==> config.mk <==
export PLATFORM = sky130hd
export DESIGN_NAME = frit_timer
export DESIGN_NICKNAME = d
export VERILOG_FILES = /design/src/shared/frit_pkg.sv /design/src/verilog/frit_timer.sv
export SDC_FILE = /design/constraint.sdc
export NUM_CORES = 1
export LEC_CHECK = 0
export BUFFER_PORTS_ARGS = -buffer_cell sky130_fd_sc_hd__buf_4
export CAP_MARGIN = 20
export CORE_ASPECT_RATIO = 0.9
export CORE_MARGIN = 5
export CORE_UTILIZATION = 59
export DETAILED_ROUTE_END_ITERATION = 16
export PLACE_DENSITY = 0.84
export SYNTH_ARGS = -nofsm -noshare
export SYNTH_HDL_FRONTEND = slang
export SYNTH_SLANG_ARGS = --single-unit
==> constraint.sdc <==
create_clock -name clk_i -period 4.35 [get_ports clk_i]
set_input_delay 1.305 -clock clk_i [delete_from_list [all_inputs] [get_ports clk_i]]
set_output_delay 1.305 -clock clk_i [all_outputs]
set_load 0.01 [all_outputs]
==> src/shared/frit_pkg.sv <==
// Constants, register map and carrier types of the free-running and interval timer.
package frit_pkg;

    // System clock and timer base rates in MHz.
    localparam int CLK_MHZ = 125;
    localparam int TMR_MHZ = 4;
    localparam logic [7:0] ACC_STEP = 8'(TMR_MHZ);
    localparam logic [7:0] ACC_MOD = 8'(CLK_MHZ);

    // Register indices; the byte address on the bus is four times the index.
    localparam int FREE_LOW_IDX = 'h20;
    localparam int FREE_HIGH_IDX = 'h21;
    localparam int IVL_CNT_LOW_IDX = 'h26;
    localparam int IVL_CNT_HIGH_IDX = 'h27;
    localparam int IVL_RLD_LOW_IDX = 'h28;
    localparam int IVL_RLD_HIGH_IDX = 'h29;
    localparam int IRQ_STAT_IDX = 'h2a;
    localparam logic [7:0] FREE_LOW_ADR = 8'(FREE_LOW_IDX * 4);
    localparam logic [7:0] FREE_HIGH_ADR = 8'(FREE_HIGH_IDX * 4);
    localparam logic [7:0] IVL_CNT_LOW_ADR = 8'(IVL_CNT_LOW_IDX * 4);
    localparam logic [7:0] IVL_CNT_HIGH_ADR = 8'(IVL_CNT_HIGH_IDX * 4);
    localparam logic [7:0] IVL_RLD_LOW_ADR = 8'(IVL_RLD_LOW_IDX * 4);
    localparam logic [7:0] IVL_RLD_HIGH_ADR = 8'(IVL_RLD_HIGH_IDX * 4);
    localparam logic [7:0] IRQ_STAT_ADR = 8'(IRQ_STAT_IDX * 4);

    // Reset values of all registers.
    localparam logic [15:0] FREE_RST = 16'h0000;
    localparam logic [11:0] IVL_RST = 12'h000;
    localparam logic [7:0] BYTE_RST = 8'h00;

    // Timing: periodic tick and counter wrap, in microseconds and timer ticks.
    localparam int TICK_US = 1024;
    localparam int TICK_TICKS = TICK_US * TMR_MHZ;
    localparam int WRAP_US = 16384;
    localparam logic [15:0] FREE_MAX = 16'hffff;

    // Interrupt request bit positions and their vectors.
    localparam int IRQ_TICK = 0;
    localparam int IRQ_IVL = 1;
    localparam int IRQ_WRAP = 2;
    localparam logic [7:0] VEC_NONE = 8'h00;
    localparam logic [7:0] VEC_TICK = 8'h34;
    localparam logic [7:0] VEC_IVL = 8'h38;
    localparam logic [7:0] VEC_WRAP = 8'h44;

    // Wishbone request from the master.
    typedef struct packed {
        logic cyc;
        logic stb;
        logic we;
        logic [7:0] adr;
        logic [3:0] sel;
        logic [31:0] dat;
    } frit_wb_req_t;

    // Wishbone answer from the slave.
    typedef struct packed {
        logic ack;
        logic [31:0] dat;
    } frit_wb_rsp_t;

endpackage

==> src/verilog/frit_timer.sv <==
// Free-running 16-bit counter and 12-bit interval timer behind a Wishbone slave.
//
// The Wishbone slave port is this design's own decision.
`timescale 1ns/1ps
`default_nettype none

// Functional notes
// - A 16-bit free-running counter advances on a 4 MHz timer tick, readable as a time base.
// - Reading the counter low byte copies its high byte into a holding register read later.
// - The read sample of the counter is taken in the cycle of the low-byte read.
// - A low-byte write is held and all 16 bits load only when the high byte is written.
// - The free-running timer posts a periodic request every 1024 microseconds.
// - The counter posts a separate wrap request on each overflow, every 16.384 ms.
// - The 12-bit interval count is readable and a low-byte read holds its upper nibble.
// - The interval count high register returns the held nibble in bits 3:0 and zero above.
// - The tick, interval and wrap requests carry vectors 0034h, 0038h and 0044h in that priority.
// - The timer runs on its own timer rate, apart from the bus timing.
// - A posted request stays until the CPU takes it or software clears it.
module frit_timer
    import frit_pkg::*;
#(
    parameter int TICK_PERIOD = TICK_TICKS
)
(
    input wire logic clk_i,
    input wire logic rst_i,
    input wire frit_wb_req_t wb_i,
    output frit_wb_rsp_t wb_o,
    input wire logic [2:0] irq_take_i,
    output logic [2:0] irq_req_o,
    output logic [7:0] irq_vec_o
);

    localparam logic [15:0] TICK_MASK = 16'(TICK_PERIOD - 1);

    logic [7:0] acc;
    logic [7:0] next_acc;
    logic [7:0] acc_sum;
    logic tmr_en;
    logic [15:0] free_cnt;
    logic [15:0] next_free_cnt;
    logic [7:0] free_hold_hi;
    logic [7:0] next_free_hold_hi;
    logic [7:0] free_wr_lo;
    logic [7:0] next_free_wr_lo;
    logic [11:0] ivl_cnt;
    logic [11:0] next_ivl_cnt;
    logic [3:0] ivl_hold_hi;
    logic [3:0] next_ivl_hold_hi;
    logic [11:0] reload;
    logic [11:0] next_reload;
    logic [2:0] posted;
    logic [2:0] next_posted;
    logic [7:0] vec;
    logic [7:0] next_vec;
    logic ack;
    logic next_ack;
    logic [31:0] rdat;
    logic [31:0] next_rdat;
    logic req;
    logic wr;
    logic rd;
    logic free_load;
    logic tick_evt;
    logic wrap_evt;
    logic ivl_evt;
    logic [2:0] set_bits;
    logic [2:0] clr_bits;

    // Timer tick divider: a phase accumulator gives an exact 4 MHz average from 125 MHz.
    // The timer side is a clock enable, so no crossing is needed between timer and bus.
    always_comb
    begin
        acc_sum = acc + ACC_STEP;
        tmr_en = (acc_sum >= ACC_MOD);
        next_acc = tmr_en ? acc_sum - ACC_MOD : acc_sum;
    end

    // Bus decode: side effects act at the edge where the request is first seen.
    always_comb
    begin
        req = wb_i.cyc & wb_i.stb & ~ack;
        wr = req & wb_i.we & wb_i.sel[0];
        rd = req & ~wb_i.we;
        next_ack = req;
    end

    // Free-running counter, its read hold and its write hold.
    always_comb
    begin
        free_load = wr & (wb_i.adr == FREE_HIGH_ADR);
        next_free_cnt = free_cnt;
        next_free_hold_hi = free_hold_hi;
        next_free_wr_lo = free_wr_lo;
        if (free_load)
        begin
            next_free_cnt = {wb_i.dat[7:0], free_wr_lo};
        end
        else if (tmr_en)
        begin
            next_free_cnt = free_cnt + 16'h0001;
        end
        if (wr & (wb_i.adr == FREE_LOW_ADR))
        begin
            next_free_wr_lo = wb_i.dat[7:0];
        end
        if (rd & (wb_i.adr == FREE_LOW_ADR))
        begin
            next_free_hold_hi = free_cnt[15:8];
        end
        // A load overrides the tick, so the old count that the load replaces posts no tick or wrap request.
        tick_evt = tmr_en & ~free_load & ((free_cnt & TICK_MASK) == TICK_MASK);
        wrap_evt = tmr_en & ~free_load & (free_cnt == FREE_MAX);
    end

    // Interval timer: counts down per tick and reloads at zero, so the period is reload plus one.
    always_comb
    begin
        ivl_evt = tmr_en & (ivl_cnt == IVL_RST);
        next_ivl_cnt = ivl_cnt;
        next_ivl_hold_hi = ivl_hold_hi;
        next_reload = reload;
        if (ivl_evt)
        begin
            next_ivl_cnt = reload;
        end
        else if (tmr_en)
        begin
            next_ivl_cnt = ivl_cnt - 12'h001;
        end
        if (rd & (wb_i.adr == IVL_CNT_LOW_ADR))
        begin
            next_ivl_hold_hi = ivl_cnt[11:8];
        end
        // Each half of the reload stores on its own write; the low byte is expected first.
        if (wr & (wb_i.adr == IVL_RLD_LOW_ADR))
        begin
            next_reload[7:0] = wb_i.dat[7:0];
        end
        if (wr & (wb_i.adr == IVL_RLD_HIGH_ADR))
        begin
            next_reload[11:8] = wb_i.dat[3:0];
        end
    end

    // Posted requests: a new event wins over a take or a clear in the same cycle.
    always_comb
    begin
        set_bits = 3'h0;
        set_bits[IRQ_TICK] = tick_evt;
        set_bits[IRQ_IVL] = ivl_evt;
        set_bits[IRQ_WRAP] = wrap_evt;
        clr_bits = irq_take_i;
        if (wr & (wb_i.adr == IRQ_STAT_ADR))
        begin
            clr_bits = clr_bits | wb_i.dat[2:0];
        end
        next_posted = (posted & ~clr_bits) | set_bits;
        // Fixed priority: tick first, interval second, wrap last.
        if (next_posted[IRQ_TICK])
        begin
            next_vec = VEC_TICK;
        end
        else if (next_posted[IRQ_IVL])
        begin
            next_vec = VEC_IVL;
        end
        else if (next_posted[IRQ_WRAP])
        begin
            next_vec = VEC_WRAP;
        end
        else
        begin
            next_vec = VEC_NONE;
        end
    end

    // Read data mux; unmapped addresses read zero and are still acknowledged.
    always_comb
    begin
        next_rdat = 32'h0000_0000;
        if (rd)
        begin
            unique case (wb_i.adr)
                FREE_LOW_ADR: next_rdat[7:0] = free_cnt[7:0];
                FREE_HIGH_ADR: next_rdat[7:0] = free_hold_hi;
                IVL_CNT_LOW_ADR: next_rdat[7:0] = ivl_cnt[7:0];
                IVL_CNT_HIGH_ADR: next_rdat[7:0] = {4'h0, ivl_hold_hi};
                IVL_RLD_LOW_ADR: next_rdat[7:0] = reload[7:0];
                IVL_RLD_HIGH_ADR: next_rdat[7:0] = {4'h0, reload[11:8]};
                IRQ_STAT_ADR: next_rdat[7:0] = {5'h00, posted};
                default: next_rdat = 32'h0000_0000;
            endcase
        end
    end

    // State registers.
    always_ff @(posedge clk_i)
    begin
        if (rst_i)
        begin
            acc <= BYTE_RST;
            free_cnt <= FREE_RST;
            free_hold_hi <= BYTE_RST;
            free_wr_lo <= BYTE_RST;
            ivl_cnt <= IVL_RST;
            ivl_hold_hi <= 4'h0;
            reload <= IVL_RST;
            posted <= 3'h0;
            vec <= VEC_NONE;
            ack <= 1'b0;
            rdat <= 32'h0000_0000;
        end
        else
        begin
            acc <= next_acc;
            free_cnt <= next_free_cnt;
            free_hold_hi <= next_free_hold_hi;
            free_wr_lo <= next_free_wr_lo;
            ivl_cnt <= next_ivl_cnt;
            ivl_hold_hi <= next_ivl_hold_hi;
            reload <= next_reload;
            posted <= next_posted;
            vec <= next_vec;
            ack <= next_ack;
            rdat <= next_rdat;
        end
    end

    // Outputs come straight from flip-flops.
    assign wb_o.ack = ack;
    assign wb_o.dat = rdat;
    assign irq_req_o = posted;
    assign irq_vec_o = vec;
endmodule

`default_nettype wire
## Yosys cells after proc, flatten, opt, wreduce, memory -nomap -nowiden

Index checks and enable logic that the tools add are counted.

- Register bits after elaboration: 111
- Bits in latches: 0
- Memory bits (writable): 0
- ROM bits: 0
- Input port bits: 52
- Output and inout port bits: 44
- Logic and storage cells: 69
- Memories: 0

- Add/sub/neg operators: 4
- $mul: 0
- Div/mod/pow operators: 0
- Magnitude comparators: 1
- Equality and inequality tests: 9
- Shift-type cells: 0
- Mux-type cells: 10
- Bitwise operators: 24
- Reduce and logical (&&, ||, !) cells: 6

Operators by type and width:

| kind | count |
|---|---|
| == test 8 bit, second input constant | 7 |
| one-hot mux 8 bit (7 select lines) | 1 |
| 2-to-1 mux 16 bit | 2 |
| 2-to-1 mux 12 bit | 2 |
| adder 16 x 1 -> 16 bit, second input constant | 1 |
| AND 1 bit | 16 |
| == test 16 bit, second input constant | 1 |
| == test 12 bit, second input constant | 1 |
| zero test 12 bit | 1 |
| 2-to-1 mux 6 bit | 2 |
| subtractor 12 x 1 -> 12 bit, second input constant | 1 |
| adder 8 x 3 -> 8 bit, second input constant | 1 |
| greater-or-equal comparator 8 x 7 -> 1 bit, second input constant | 1 |
| 2-to-1 mux 8 bit | 1 |
| subtractor 8 x 7 -> 8 bit, second input constant | 1 |
| 2-to-1 mux 7 bit | 1 |
| OR 3 bit | 2 |
| NOT 1 bit | 4 |
| nonzero test 2 bit | 2 |
| OR reduction 2 bit | 2 |
| AND 3 bit | 1 |
| 2-to-1 mux 3 bit | 1 |
| NOT 3 bit | 1 |
| OR reduction 3 bit | 1 |

## Longest topological paths before layout

- Depth in word-level cells: 12
- Mapped depth: 10
- Mapped depth without buffers: 8

## Least setup slack after synthesis

OpenSTA, ideal clock, no wires.

- Path type: input -> register
- Start point: input port wb_i[40] (netlist bit)
- End point: register vec[6] (netlist: irq_vec_o[6])
- Setup time: 0.115 ns
- Arrival time: 2.875 ns
- Required time: 4.235 ns
- Setup slack: 1.360 ns
- Stages: 6
- Buffers on the path: 0
- Cells stage by stage: or3b_1 -> nor4_4 -> nand2_1 -> and3_1 -> a41o_1 -> and3_1

- Longest elaborated chain between the ends: 7
- Elaborated cells on any way between the ends: 14
- Those cells by class: 2 x eq/ne; 2 x mux; 9 x bitwise; 1 x reduce/logical

Ends and longest elaborated chain:

| element | line | RTL |
|---|---|---|
| start: declaration | frit_timer.sv:27 | `input wire frit_wb_req_t wb_i,` |
| == test 8 bit, on equally long branches | frit_timer.sv:154, frit_timer.sv:91 |  |
| AND 1 bit, on equally long branches | frit_timer.sv:154, frit_timer.sv:91 |  |
| 2-to-1 mux 3 bit or NOT 1 bit (tied branches) | frit_timer.sv:154, frit_timer.sv:112, frit_timer.sv:113 |  |
| NOT 3 bit or AND 1 bit (tied branches) | frit_timer.sv:158, frit_timer.sv:112, frit_timer.sv:113 |  |
| AND 3 bit (tied with other cells) | frit_timer.sv:158 | `next_posted = (posted & ~clr_bits) \| set_bits;` |
| OR 3 bit (*) | frit_timer.sv:158 |  |
| OR reduction 3 bit (no source line) or 2-to-1 mux 7 bit (tied branches) | - |  |
| end signal: assignment | frit_timer.sv:224 | `vec <= next_vec;` |
| end: declaration | frit_timer.sv:54 | `logic [7:0] vec;` |

Every way passes the cells marked *; elsewhere a longest branch is shown, timed or not.
A chain may end at the register's enable or synchronous reset.

## Worst setup path after layout

- Start point: input port wb_i[40] (netlist bit)
- End point: register vec[2] (netlist: irq_vec_o[2])

- Longest elaborated chain between the ends: 9
- Elaborated cells on any way between the ends: 15
- Those cells by class: 2 x eq/ne; 4 x mux; 9 x bitwise

Ends and longest elaborated chain:

| element | line | RTL |
|---|---|---|
| == test 8 bit, on equally long branches | frit_timer.sv:154, frit_timer.sv:91 |  |
| AND 1 bit, on equally long branches | frit_timer.sv:154, frit_timer.sv:91 |  |
| 2-to-1 mux 3 bit or NOT 1 bit (tied branches) | frit_timer.sv:154, frit_timer.sv:112, frit_timer.sv:113 |  |
| NOT 3 bit or AND 1 bit (tied branches) | frit_timer.sv:158, frit_timer.sv:112, frit_timer.sv:113 |  |
| AND 3 bit or AND 1 bit (tied branches) | frit_timer.sv:158, frit_timer.sv:113 |  |
| OR 3 bit (*) | frit_timer.sv:158 |  |
| 2-to-1 mux 7 bit | frit_timer.sv:168 | `else if (next_posted[IRQ_WRAP])` |
| 2-to-1 mux 6 bit | frit_timer.sv:164 | `else if (next_posted[IRQ_IVL])` |
| 2-to-1 mux 6 bit (*) | frit_timer.sv:160 | `if (next_posted[IRQ_TICK])` |

Marked as above.

==> flow_summary.ini <==
[status]
status = complete, no violations

[floorplanning]
pin_count = 96
die_h_um = 91.5
die_w_um = 101
initial_core_util_pct = 61.2
die-area_um2 = 9200
fp-row-count = 29
core-area_um2 = 7110

[power_and_ir_drop]
p_leak_uw = 0.00167
cellPowerDensity_nw_per_um2 = 305
p_int_uw = 1130
vdd_drop_max_mv = 0.207
p_clk_share_pct = 41.5
switching_power_uw = 328
pwr-share-comb_pct = 5.3
p_sw_share_pct = 22.5
seqPwrFrac_pct = 53.2

[clocking]
path_clk_slew_ns = 0.08
post-cts-setup-buffers = 0
cts_tree = yes
postCtsHoldBufs = 0
cts_buffers = 9
clk_path_buf_depth = 2
cts_root_buffer = clkbuf_8
cts.repair.resized = 0
ctsHtreeMaxLevel = 3
cts_num_sinks = 84
clock_latency_ns = 0.36

[worst_setup_path]
crit_path_cell_trace = buf_4 > or3b_1 > nor4_4 > nand2_1 > buf_4 > and3_1 > a41o_1 > o2bb2ai_1
crit_start = wb_i[40]
critPathLaunchType = input pin
critPathSlowestCell = nor4_4
endpoint = irq_vec_o[2]
crit_family = simple AND/OR/NAND/NOR gates
crit_fanout = 34
setup.worst_path.class = input pin to register
r2r_start = acc[2]
endpoint_kind = register
rr_endpoint = irq_vec_o[3]
path_depth = 8
path_common_cell = buf_4
cp_data_arrival_time_ns = 3.36
r2r_cells = 7
regToRegSetupSlack_ns = 1.46
worstPathRequired_ns = 4.57
slowest_delay_ns = 0.48
cp_num_buf_inv = 2

[yosys]
yosysTopAreaCell = dfxtp_1
synth_ff_type = dfxtp_1
synth.cell_area_um2 = 4350
netlist.area_leader.share_pct = 38.6
syn_area_per_cell_um2 = 8.23
synth-seq-area-share_pct = 38.6
yosysWarnings = 0
synth_cells = 529
synth_edf_count = 0
ys_ff_latch = 84
synth_cell_types = 59
synth_area_leaders = dfxtp_1 39%, a21oi_1 6.7%, nand2_1 6.1%
async_reset_ff_share_pct = 0

[timing]
rsz0062_at_grt = false
hold_viol_final = 0
fin_skew_ns = 0.00985
maxSlewViolCount = 0
finalWorstSetupSlack_ns = 1.21
tightest_slew_ns = 0.899
tns_ns = 0
timing.fmax_ghz = 0.319
period_minus_slack_ns = 3.14
fin_crit_sh_pct = 72.1
slew_headroom_pct = 39.5
finalSetupViolations = 0

[placed_design]
place.detailed.hpwl_um = 8310
gp_congestion = 0.888
port_buffers = 41
dp_worst_setup_slack_ns = 0.882

[grt]
use_met3_pct = 7.36
grtUsageTotal_pct = 25.6
antenna_found_initial = 0
gr-usage-met2_pct = 39.2
grt_pass1_wl_um = 18900
grt-ovfl-total = 0
gr-usage-met1_pct = 33.2
grt_max_degree = 78
grt_busiest_layer = met2
first_global_vias = 3822

[worst_hold_path]
hp-class = register to register

[route]
routed_wl_um = 11600
drc = 0
routed_via_density = 6.30
drt-initial-drc-count = 329
wire_per_inst_um = 17.9
vias = 4104
drt_pass1_iterations = 6
final_antenna_net_count = 0

[flow_run]
maxCapViolations = 0

[final_layout]
diodes = 0
drive_above_1_share_pct = 13.3
area.growth.synth_to_final_pct = 9.89
nNetsFinal = 613
## layer usage
metal	up-vias	share of wire (%)
met1	1940	41
met4	0	3.3
met2	210	46
li1	1910	-
met3	44	9.1
met5	-	0
## final cells by class
| cell class | instances | area [µm²] |
|---|---|---|
| clock buffer | 12 | 145 |
| clock inverter | 2 | 60.1 |
| fill | 626 | 2330 |
| inverter | 11 | 41.3 |
| multi-input combinational | 401 | 2380 |
| sequential | 84 | 1680 |
| tap | 93 | 116 |
| timing repair buffer | 48 | 360 |
## worst reg2reg max path: cells and delay by family (launching register included)
kind	cells	cell delay, ns
adder cells (fa/ha/maj)	1	0.29
flip-flops	1	0.36
AND/OR/NAND/NOR	3	0.78
AO/OA/AOI/OAI	3	1.37
## cell usage after synthesis (7+ instances only)
library cell	n
xnor2_1	13
o211ai_1	7
dfxtp_1	84
nand3_1	39
xor2_1	7
buf_4	30
inv_1	11
a211oi_1	19
nor2_1	36
nand2b_1	7
clkbuf_1	22
a222oi_1	10
o21ai_1	7
nand2_1	71
a21oi_1	58
or3_1	8
## cells in the final DEF, fill, tap and decap left out, types with 7 or more instances in the layout
cell,synthesis,final
xnor2_1,13,13
or3_1,8,8
o211ai_1,7,7
a222oi_1,10,10
o21ai_1,7,7
nand2b_1,7,7
a211oi_1,19,19
xor2_1,7,7
dfxtp_1,84,84
nand2_1,71,71
inv_1,11,11
nand3_1,39,39
a21oi_1,58,58
buf_4,30,48
clkbuf_8,0,10
conb_1,1,27
nor2_1,36,36
## logic make-up after synthesis
kind of cell | Yosys count | share of synthesized area, %
other cells | 1 | 0.0861
compound gates | 139 | 21.0
simple gates | 206 | 24.7
buf+inv | 70 | 8.97
xor+xnor | 21 | 4.40
mux | 2 | 0.460
fa+ha+maj | 6 | 1.72
flops | 84 | 38.6
## per-stage QoR
step	hold WS, ns	utilization, %	power, µW	std cells	instance area [µm²]
global placement	0.442	64.4	866	637	4580
CTS	0.459	67.3	1460	651	4780
detailed placement	0.447	64.4	869	637	4580
global route	0.471	67.3	1500	651	4780
finish	0.458	67.3	1460	651	4780
floorplan	0.432	-	853	555	4450
## worst min-delay path by stage
stage | from | end | slack (ns) | depth (start not counted)
after floorplan | free_wr_lo[0] | free_wr_lo[0] | 0.43 | 2
after global placement | free_wr_lo[0] | free_wr_lo[0] | 0.44 | 2
after CTS | free_wr_lo[2] | free_wr_lo[2] | 0.46 | 2
final | free_wr_lo[2] | free_wr_lo[2] | 0.46 | 2
after global routing | free_wr_lo[2] | free_wr_lo[2] | 0.47 | 2
after detailed placement | free_wr_lo[2] | free_wr_lo[2] | 0.45 | 2
## power groups by stage
stage / registers [µW] / logic (µW) / clock network (µW)
4_1_cts: 775 / 75.6 / 606
3_3_place_gp: 793 / 73.2 / 0
2_1_floorplan: 791 / 62.2 / 0
5_1_grt: 776 / 83.5 / 638
6_report: 775 / 77.2 / 605
3_5_place_dp: 794 / 75.4 / 0
## sequential cells by signal, indices dropped and copies added, names as in the netlist
register	cells
free_cnt	16
ivl_cnt	12
reload	12
acc	8
free_hold_hi	8
free_wr_lo	8
rdat	8
irq_vec_o	4
ivl_hold_hi	4
irq_req_o	3
ack	1
No activity file was read; power rests on OpenSTA's default activity.
